[src/line_threshold_pkg.sv]
/*
  package for the line threshold interrupt and hybrid tap register bank:
  register addresses, field positions, reset values and state types.
  assumes an 8-bit register address space reached by a simple
  synchronous read/write register port.
*/
package line_threshold_pkg;

  localparam int AddrW = 8;
  localparam int DataW = 8;

  // register addresses
  localparam logic [7:0] AddrThreshLevel = 8'h2b;
  localparam logic [7:0] AddrThreshCtrl = 8'h2c;
  localparam logic [7:0] AddrTapOne = 8'h2d;
  localparam logic [7:0] AddrTapTwo = 8'h2e;
  localparam logic [7:0] AddrTapThree = 8'h2f;

  // threshold control field positions
  localparam int BitDirection = 0;
  localparam int BitIrqMask = 1;
  localparam int BitMeasSel = 2;
  localparam int BitCrossed = 3;

  localparam logic [7:0] ResetValue = 8'h00;
  localparam logic [7:0] ZeroByte = 8'h00;
  localparam logic [7:0] CtrlWriteMask = 8'h07;

  // index of each tap in the small coefficient store
  localparam logic [1:0] TapIdxOne = 2'h0;
  localparam logic [1:0] TapIdxTwo = 2'h1;
  localparam logic [1:0] TapIdxThree = 2'h2;
  localparam int TapCount = 3;

  typedef enum logic [1:0] {
    CmpIdle,
    CmpEval
  } cmp_state_t;

endpackage

[src/hybrid_tap_store.sv]
/*
  three-entry store of 8-bit hybrid tap coefficients with registered
  read data and a per-tap active flag.
  assumes single-cycle writes from the register port of its parent.
*/
`timescale 1ns/1ps
module hybrid_tap_store
  import line_threshold_pkg::*;
(
  input wire logic sys_clk, // device clock
  input wire logic rst, // async reset, active high
  input wire logic wrEn, // write strobe
  input wire logic [1:0] wrIdx, // tap written
  input wire logic [7:0] wrData, // coefficient written
  input wire logic [1:0] rdIdx, // tap read
  output logic [7:0] rdData_q, // registered read coefficient
  output logic [TapCount-1:0] tapActive_q // tap contributes when set
);

  logic [7:0] mem_q [TapCount];
  logic [7:0] mem_d [TapCount];
  logic [7:0] rdData_d;
  logic [TapCount-1:0] tapActive_d;

  always_comb
  begin
    for (int i = 0; i < TapCount; i++)
    begin
      mem_d[i] = mem_q[i];
      if (wrEn && wrIdx == 2'(i))
        mem_d[i] = wrData;
    end
    rdData_d = ZeroByte;
    if (int'(rdIdx) < TapCount)
      rdData_d = mem_q[rdIdx];
    for (int i = 0; i < TapCount; i++)
      tapActive_d[i] = (mem_d[i] != ZeroByte);
  end

  always_ff @(posedge sys_clk or posedge rst)
  begin
    if (rst)
    begin
      for (int i = 0; i < TapCount; i++)
        mem_q[i] <= ResetValue;
      rdData_q <= ResetValue;
      tapActive_q <= '0;
    end
    else
    begin
      mem_q <= mem_d;
      rdData_q <= rdData_d;
      tapActive_q <= tapActive_d;
    end
  end

endmodule

[src/line_threshold_irq_hybrid_taps.sv]
/*
  line current/voltage threshold interrupt control plus the first three
  hybrid tap coefficient registers.
  assumes a synchronous register port (regAddr, regWrEn, regRdEn) on
  sys_clk, and measurement values that arrive as signed bytes with a
  one-cycle update strobe each.
*/
`timescale 1ns/1ps
module line_threshold_irq_hybrid_taps
  import line_threshold_pkg::*;
(
  input wire logic sys_clk, // device clock, 250 MHz
  input wire logic rst, // async reset, active high
  input wire logic [7:0] regAddr, // register address
  input wire logic regWrEn, // write strobe
  input wire logic [7:0] regWrData, // write data
  input wire logic regRdEn, // read strobe
  output logic [7:0] regRdData_q, // read data, two edges after strobe
  input wire logic [7:0] line_current_value, // signed line current
  input wire logic lineCurrentUpd, // current value updated
  input wire logic [7:0] line_voltage_value, // signed line voltage
  input wire logic lineVoltageUpd, // voltage value updated
  input wire logic global_irq_enable, // global interrupt enable
  output logic analog_out_irq_pin_q, // interrupt level, active high
  output logic [2:0] tapActive_q // taps with nonzero coefficient
);

  // ------------------------------------------------------------
  // helpers
  // ------------------------------------------------------------
  function automatic logic [7:0] absVal(input logic [7:0] v);
    // -128 saturates to 127 so it stays within 8 bits
    if (!v[7])
      absVal = v;
    else if (v == 8'h80)
      absVal = 8'h7f;
    else
      absVal = 8'(-v);
  endfunction

  function automatic logic isTrig(input logic [7:0] mag,
                                  input logic [7:0] lvl,
                                  input logic dirUp);
    if (dirUp)
      isTrig = (mag > lvl);
    else
      isTrig = (mag < lvl);
  endfunction

  function automatic logic isTapAddr(input logic [7:0] a);
    isTapAddr = (a == AddrTapOne || a == AddrTapTwo || a == AddrTapThree);
  endfunction

  // ------------------------------------------------------------
  // register state
  // ------------------------------------------------------------
  logic [7:0] threshold_level_q, threshold_level_d;
  logic threshold_crossed_flag_q, threshold_crossed_flag_d;
  logic measure_select_q, measure_select_d;
  logic threshold_irq_mask_q, threshold_irq_mask_d;
  logic threshold_direction_q, threshold_direction_d;
  logic irq_d;
  logic [7:0] rdMux;
  logic rdTap_q, rdTap_d;
  logic rdPend_q, rdPend_d;
  logic [7:0] rdLocal_q, rdLocal_d;
  logic [7:0] regRdData_d;
  logic [7:0] tapRdData;
  logic [2:0] tapActiveStore;
  logic tapWr;
  logic [1:0] tapIdx;
  cmp_state_t cmpState_q, cmpState_d;
  logic [7:0] sample_q, sample_d;
  logic trigger;
  logic wrCtrl;

  assign wrCtrl = regWrEn && regAddr == AddrThreshCtrl;

  // ------------------------------------------------------------
  // measurement capture and compare
  // ------------------------------------------------------------
  // the sample is latched on the update strobe and compared a cycle later,
  // which keeps the abs/compare path off the measurement inputs
  always_comb
  begin
    cmpState_d = CmpIdle;
    sample_d = sample_q;
    trigger = 1'b0;
    case (cmpState_q)
      CmpIdle:
      begin
      end
      CmpEval:
        trigger = isTrig(absVal(sample_q), threshold_level_q,
                         threshold_direction_q);
      default:
        cmpState_d = CmpIdle;
    endcase
    if (!measure_select_q && lineCurrentUpd)
    begin
      sample_d = line_current_value;
      cmpState_d = CmpEval;
    end
    else if (measure_select_q && lineVoltageUpd)
    begin
      sample_d = line_voltage_value;
      cmpState_d = CmpEval;
    end
  end

  // ------------------------------------------------------------
  // control register and interrupt
  // ------------------------------------------------------------
  always_comb
  begin
    threshold_level_d = threshold_level_q;
    measure_select_d = measure_select_q;
    threshold_irq_mask_d = threshold_irq_mask_q;
    threshold_direction_d = threshold_direction_q;
    threshold_crossed_flag_d = threshold_crossed_flag_q;
    if (regWrEn && regAddr == AddrThreshLevel)
      threshold_level_d = regWrData;
    if (wrCtrl)
    begin
      measure_select_d = regWrData[BitMeasSel];
      threshold_irq_mask_d = regWrData[BitIrqMask];
      threshold_direction_d = regWrData[BitDirection];
      // writing one leaves the flag alone; only zero clears it
      if (!regWrData[BitCrossed])
        threshold_crossed_flag_d = 1'b0;
    end
    if (trigger)
      threshold_crossed_flag_d = 1'b1; // set wins over clear
    // level interrupt follows flag, mask and global enable
    irq_d = threshold_crossed_flag_d && threshold_irq_mask_d
            && global_irq_enable;
  end

  // ------------------------------------------------------------
  // read path
  // ------------------------------------------------------------
  assign tapWr = regWrEn && isTapAddr(regAddr);
  assign tapIdx = regAddr == AddrTapOne ? TapIdxOne :
                  regAddr == AddrTapTwo ? TapIdxTwo : TapIdxThree;

  always_comb
  begin
    rdLocal_d = rdLocal_q;
    rdTap_d = rdTap_q;
    rdPend_d = regRdEn;
    rdMux = ZeroByte;
    if (regRdEn)
    begin
      rdTap_d = isTapAddr(regAddr);
      if (regAddr == AddrThreshLevel)
        rdMux = threshold_level_q;
      else if (regAddr == AddrThreshCtrl)
      begin
        rdMux[BitCrossed] = threshold_crossed_flag_q;
        rdMux[BitMeasSel] = measure_select_q;
        rdMux[BitIrqMask] = threshold_irq_mask_q;
        rdMux[BitDirection] = threshold_direction_q;
      end
      rdLocal_d = rdMux;
    end
    // the store registers its byte on the strobe edge, so every read is
    // answered one edge later and then held until the next read; a
    // change of address alone never disturbs the answer
    regRdData_d = regRdData_q;
    if (rdPend_q)
      regRdData_d = rdTap_q ? tapRdData : rdLocal_q;
  end

  // the store is addressed straight from the bus on the strobe edge
  hybrid_tap_store u_taps (
    .sys_clk(sys_clk),
    .rst(rst),
    .wrEn(tapWr),
    .wrIdx(tapIdx),
    .wrData(regWrData),
    .rdIdx(tapIdx),
    .rdData_q(tapRdData),
    .tapActive_q(tapActiveStore)
  );

  always_ff @(posedge sys_clk or posedge rst)
  begin
    if (rst)
    begin
      threshold_level_q <= ResetValue;
      threshold_crossed_flag_q <= 1'b0;
      measure_select_q <= 1'b0;
      threshold_irq_mask_q <= 1'b0;
      threshold_direction_q <= 1'b0;
      analog_out_irq_pin_q <= 1'b0;
      cmpState_q <= CmpIdle;
      sample_q <= ResetValue;
      rdLocal_q <= ResetValue;
      rdTap_q <= 1'b0;
      rdPend_q <= 1'b0;
      regRdData_q <= ResetValue;
      tapActive_q <= '0;
    end
    else
    begin
      threshold_level_q <= threshold_level_d;
      threshold_crossed_flag_q <= threshold_crossed_flag_d;
      measure_select_q <= measure_select_d;
      threshold_irq_mask_q <= threshold_irq_mask_d;
      threshold_direction_q <= threshold_direction_d;
      analog_out_irq_pin_q <= irq_d;
      cmpState_q <= cmpState_d;
      sample_q <= sample_d;
      rdLocal_q <= rdLocal_d;
      rdTap_q <= rdTap_d;
      rdPend_q <= rdPend_d;
      regRdData_q <= regRdData_d;
      tapActive_q <= tapActiveStore;
    end
  end

endmodule

[config.mk]
export PLATFORM = sky130hd
export DESIGN_NAME = line_threshold_irq_hybrid_taps
export DESIGN_NICKNAME = d
export VERILOG_FILES = /design/src/line_threshold_pkg.sv /design/src/hybrid_tap_store.sv /design/src/line_threshold_irq_hybrid_taps.sv
export SDC_FILE = /design/constraint.sdc
export NUM_CORES = 1
export LEC_CHECK = 0
export BUFFER_PORTS_ARGS = -buffer_cell sky130_fd_sc_hd__buf_2
export CORE_MARGIN = 1.5
export CORE_UTILIZATION = 44
export DETAILED_ROUTE_END_ITERATION = 12
export PLACE_DENSITY = 0.63
export SYNTH_ARGS = -nofsm -noshare
export SYNTH_HDL_FRONTEND = slang
export SYNTH_SLANG_ARGS = --single-unit
[constraint.sdc]
create_clock -name sys_clk -period 3.2 [get_ports sys_clk]
set_input_delay 0.32 -clock sys_clk [delete_from_list [all_inputs] [get_ports sys_clk]]
set_output_delay 0.32 -clock sys_clk [all_outputs]
set_load 0.005 [all_outputs]
Word-level counts from Yosys, hierarchy flattened
Cells that the tools add are included.

Logic and storage cells: 77. Bits of input ports: 39. Output and inout bits: 12. Flip-flop bits (word level): 79.

Reduce and logical (&&, ||, !) cells: 18. Multiplexer cells: 26. Magnitude comparators: 4. Equality and inequality tests: 9. $add $sub $neg: 1. Bitwise logic cells: 1.

Operators by type and width (count): 8-bit 2-to-1 mux (12); 8-bit by 6-bit == test with 1-bit output (second input constant) (5); 8-bit nonzero test (3); 8-bit binary-select mux with 2-bit select (1); 4-bit 2-to-1 mux (3); 1-bit logical AND (10); 8-bit == test (second input constant) (1); 8-bit greater-than comparator (1); 8-bit < comparator (1); 1-bit 2-to-1 mux (8); 8-bit negator (1); 2-bit by 1-bit == test with 1-bit output (second input constant) (2); 2-bit 2-to-1 mux (2); 3-bit >= comparator (second input constant) (1); 2-bit NOT with 3-bit output (1); 2-bit == test (second input constant) (1); 2-bit zero test (1); 1-bit logical OR (2); 2-bit < comparator (second input constant) (1); 2-bit nonzero test (1); 1-bit zero test (1).

Longest topological paths before layout
Depth after elaboration: 10. Depth in mapped cells: 12. Gate-level depth less buffers: 12.

Hierarchy
Synthesis repeated with hierarchy kept, for this count alone.

Cell total of the unflattened synthesis: 331. Area total of the unflattened synthesis: 3737.3 sq um.

By module, submodules not included: line_threshold_irq_hybrid_taps (cells an instance 223, instances 1, seq. area each 1076.0 sq um, area an instance 2279.7 sq um); hybrid_tap_store (cells an instance 108, instances 1, seq. area each 875.8 sq um, area an instance 1457.6 sq um).

Worst setup path before layout
Ideal clock, no wire load.

Path kind: register to register. Start point: register sample_q[1]. End point: register analog_out_irq_pin_q. Cell stages (with the launch flop): 11. Required time: 3101 ps. Arrival: 2421 ps. Period minus slack after synthesis: 2520 ps. Path slack: 680 ps. Cells stage by stage: dfrtp_1 inv_1 ha_1 nand4_1 o211ai_1 ha_1 nor2b_1 o211ai_1 a21oi_1 or4b_1 a311oi_1.

Longest elaborated chain between the ends: 10. Elaborated cells between the ends (all ways): 12.

RTL lines: start, declared (line line_threshold_irq_hybrid_taps.sv:73) `logic [7:0] sample_q, sample_d;`; start signal, assigned (line line_threshold_irq_hybrid_taps.sv:197) `sample_q <= ResetValue;`; start signal, assigned (line line_threshold_irq_hybrid_taps.sv:213) `sample_q <= sample_d;`; 8-bit negator / 8-bit == test (equally long branches) (line line_threshold_irq_hybrid_taps.sv:38, line_threshold_irq_hybrid_taps.sv:35); 8-bit 2-to-1 mux (line line_threshold_irq_hybrid_taps.sv:35) `else if (v == 8'h80)`; 8-bit 2-to-1 mux (*) (line line_threshold_irq_hybrid_taps.sv:33) `if (!v[7])`; 8-bit 2-to-1 mux (*) (line line_threshold_irq_hybrid_taps.sv:89) `case (cmpState_q)`; 8-bit < comparator / 8-bit greater-than comparator (equally long branches) (line line_threshold_irq_hybrid_taps.sv:47, line_threshold_irq_hybrid_taps.sv:45); 1-bit 2-to-1 mux (*) (line line_threshold_irq_hybrid_taps.sv:44) `if (dirUp)`; 1-bit 2-to-1 mux (*) (line line_threshold_irq_hybrid_taps.sv:89); 1-bit 2-to-1 mux (*) (line line_threshold_irq_hybrid_taps.sv:132) `if (trigger)`; 1-bit logical AND (*) (line line_threshold_irq_hybrid_taps.sv:135) `irq_d = threshold_crossed_flag_d && threshold_irq_mask_d`; 1-bit logical AND (*) (line line_threshold_irq_hybrid_taps.sv:136) `&& global_irq_enable;`; net irq_d (line line_threshold_irq_hybrid_taps.sv:62) `logic irq_d;`; end signal, assigned (line line_threshold_irq_hybrid_taps.sv:211) `analog_out_irq_pin_q <= irq_d;`; end, declared (line line_threshold_irq_hybrid_taps.sv:24) `output logic analog_out_irq_pin_q,`.

Mark *: on every way through the listed nets, which the timed path passes. The rest lies on a longest branch. The select of a mux whose other input is x is not followed. A chain may end at the register's enable or synchronous reset.

Final worst setup path
Start point: register sample_q[7]. End point: register analog_out_irq_pin_q.

The elaborated chain is that of the path after synthesis.

==> summary.txt <==
Floorplan
  • Die height: 97.5 um
  • Area of the die: 9500 um^2
  • CORE AREA: 8680 um^2
  • Row cnt: 34
  • I/O pin cnt: 51
  • Die Wd: 97.5 um
  • Initial Utilization: 45.3%

Job
  • Max-cap violations: 0

Final layout
  • Filler Cell Count: 826
  • Share of layout cells above drive strength 1: 28.8%
  • Footprint of the multi-input gates: 1820 um^2
  • Commonest non-fill, non-tap cell in the layout: dfrtp_1
  • Register Area: 1950 um^2
  • Most frequent cells in the layout: 78 x dfrtp_1, 50 x buf_2, 37 x nor2_1
  • Final Non-Filler Cells: 525
  • Layout Nets: 460
  • ANT cells: 0
  • Final Core Density: 51.5%
  • Syn-to-layout area delta: 13.8%

Placement
  • Setup Slack @ Placement: 361 ps
  • Detailed Place HPWL: 6070 um
  • I/O Buffers: 50
  • Placer Congestion: 0.870
  • Placed insts: 508

Critical path
  • Worst Setup Start Kind: flip-flop
  • Critical setup path kind: flip-flop to flip-flop
  • Crit path max fanout: 11
  • Worst R2R Start: sample_q[7]
  • Crit end category: flip-flop
  • Crit path capture: analog_out_irq_pin_q
  • RR Endpoint: analog_out_irq_pin_q
  • R2r setup slk: 360 ps
  • CP required: 3450 ps
  • Arr. time, crit path: 3090 ps
  • Crit path from: sample_q[7]
  • Worst R2R Path Depth: 10

Clock network
  • Clock Path Buffers: 2
  • CTS buffer count: 9
  • Reg clk slew, reported paths: 80 ps
  • CTS H-tree depth: 3
  • CTS Sinks: 78
  • Clock Tree Root: clkbuf_8
  • Clock latency on the worst-skew pair: 340 ps
  • CTS tree: built

Yosys
  • Largest family of logic cells by synthesized area: simple AND/OR/NAND/NOR gates
  • Mapped cell area: 3930 um^2
  • Post-Syn Nets: 415
  • Sequential-to-total area share from yosys stat: 49.7%
  • Cells after Synth: 367
  • Synthesis-stage register bit count: 78
  • Syn Area/Cell: 10.7 um^2
  • Ys flop type: dfrtp_1
  • Cell variety after synth: 44
  • Post-Synth XOR/XNOR Area: 0.446%
  • Post-Synth Simple-Gate Area: 15.0%
  • Complex-gate fraction of the synthesized area: 13.6%
  • Post-synthesis mux area share: 14.5%
  • Yosys Warn Count: 0
  • EDFF count, synth: 0
  • Synth async-reset ratio: 100%
  • Synth Area in Adders: 2.87%

Pwr
  • Leakage power: 2.13 nW
  • Power per Cell Area: 493 nW/um^2
  • Worst IR Drop VDD: 0.195 mV

Detailed routing
  • Initial DRC Count: 113
  • Via/cell ratio: 5.53
  • Detailed-route via count: 2,903
  • Remaining antenna violation count after routing: 0
  • Pre-antenna DRT Iters: 4
  • DRC viols: 0
  • Drt total wl: 8420 um
  • Wire length per cell: 16.0 um

Timing
  • Final Max Slew Viols: 0
  • Final setup violating endpoints: 0
  • Fin worst setup slack: 363 ps
  • Final hold violations: 0
  • Minimum clock period: 2840 ps
  • Clk_skew: 12.9 ps
  • Peak Freq: 352 MHz
  • RSZ-0062 raised after global routing: false
  • Worst Tran Pin Value: 630 ps
  • Final Cycle Share: 88.7%
  • Total negative slack: 0 ps
  • Slew HR: 58.0%

Hold path
  • Worst Hold Class: input pin to flip-flop
  • Hold depth: 3

GRT
  • Largest net degree at the start of global routing: 40
  • Global-route wire length before repair: 14,000 um
  • Initial antenna violation count: 0
  • Grt ovf: 0
  • Vias in the first global route: 2,757
  • GRT Resource Usage Total: 18.5%

Status
  • Status: completed
-- flip-flops by register name, indices dropped and copies added (netlist names), 3 cells and up --
signal	count
u_taps.rdData_q	8
tapActive_q	3
u_taps.tapActive_q	3
sample_q	8
u_taps.mem_q	24
threshold_level_q	8
regRdData_q	8
rdLocal_q	8
-- per-layer routing --
| layer | part of all wire, % | global-route usage (%) | vias to the layer above |
|---|---|---|---|
| met5 | 0 | 0 | - |
| met4 | 1.5 | 6.04 | 0 |
| met3 | 3.4 | 3.02 | 11 |
| met2 | 45 | 27.9 | 68 |
| met1 | 50 | 27.1 | 1403 |
| li1 | - | - | 1421 |
-- metrics by stage --
step	power [mW]	hold WS, ps	area [um^2]
floorplan	1.31	331	3930
CTS	2.23	167	4470
global placement	1.41	318	4250
detailed placement	1.42	312	4250
finish	2.20	176	4470
global route	2.31	194	4470
-- worst max-delay path: stages (launching register included) --
cell and delay (ps):
dfrtp_1 540, inv_1 100, nor2_1 210, nand4_1 240, o211ai_1 180, ha_1 270
nor2b_1 130, o211ai_1 190, a21oi_1 90, or4b_1 530, a311oi_1 270
-- synth_stat cells (2+ instances only) --
| library cell | n | area share (%) |
|---|---|---|
| dfrtp_1 | 78 | 50 |
| nor2_1 | 37 | 3.5 |
| mux2_2 | 34 | 9.7 |
| a21oi_1 | 32 | 4.1 |
| inv_1 | 19 | 1.8 |
| mux2i_1 | 17 | 4.3 |
| o21ai_0 | 17 | 2.2 |
| nor2b_1 | 15 | 2.4 |
| clkbuf_1 | 13 | 1.2 |
| nand2_1 | 12 | 1.1 |
| a211oi_1 | 9 | 1.7 |
| ha_1 | 9 | 2.9 |
| nor3_1 | 9 | 1.1 |
| nor4_1 | 9 | 1.4 |
| nand3_1 | 8 | 1.0 |
| o221a_2 | 8 | 2.3 |
| a22oi_1 | 4 | 0.76 |
| a31oi_1 | 3 | 0.48 |
| buf_2 | 3 | 0.38 |
| nand4_1 | 3 | 0.48 |
| buf_1 | 2 | 0.19 |
| nand4b_2 | 2 | 0.76 |
| o211ai_1 | 2 | 0.38 |
| xor2_1 | 2 | 0.45 |
-- logic make-up after synthesis --
| family | after synthesis |
|---|---|
| and+or+nand+nor | 105 |
| AOI/OAI and AO/OA | 83 |
| DFF | 78 |
| muxes | 52 |
| buffers and inverters | 38 |
| adders and majority gates | 9 |
| xor gates and xnor gates | 2 |
-- report_power, final --
part,internal [mW],switching [mW],total (mW)
clock,0.438,0.366,0.805
combinational,0.133,0.156,0.289
sequential,1.05,0.0555,1.11
-- layout make-up --
type                            count  share of cell area [%]
Multi-Input combinational cell    251                    40.8
Clock buffer                       10                    2.86
Clock inverter                      6                    1.93
Tap cell                          108                    3.02
Timing Repair Buffer               53                    6.16
Sequential cell                    78                    43.7
Inverter                           19                    1.60
-- what timing repair did --
item / CTS / global route
setup buffers: 0 / 0
hold buffers: 1 / 0
endpoints found under the hold margin: 15 / 0
gates resized for setup: 0 / 0
-- worst min-delay path by stage --
stage / from / slack (ps) / end
after floorplan: u_taps.tapActive_q[0] / 330 / tapActive_q[0]
after global placement: rst / 320 / regRdData_q[1]
after detailed placement: rst / 310 / regRdData_q[3]
after CTS: global_irq_enable / 170 / analog_out_irq_pin_q
after global routing: global_irq_enable / 190 / analog_out_irq_pin_q
final: global_irq_enable / 180 / analog_out_irq_pin_q
Note: power is estimated with default switching activity, not from simulation.
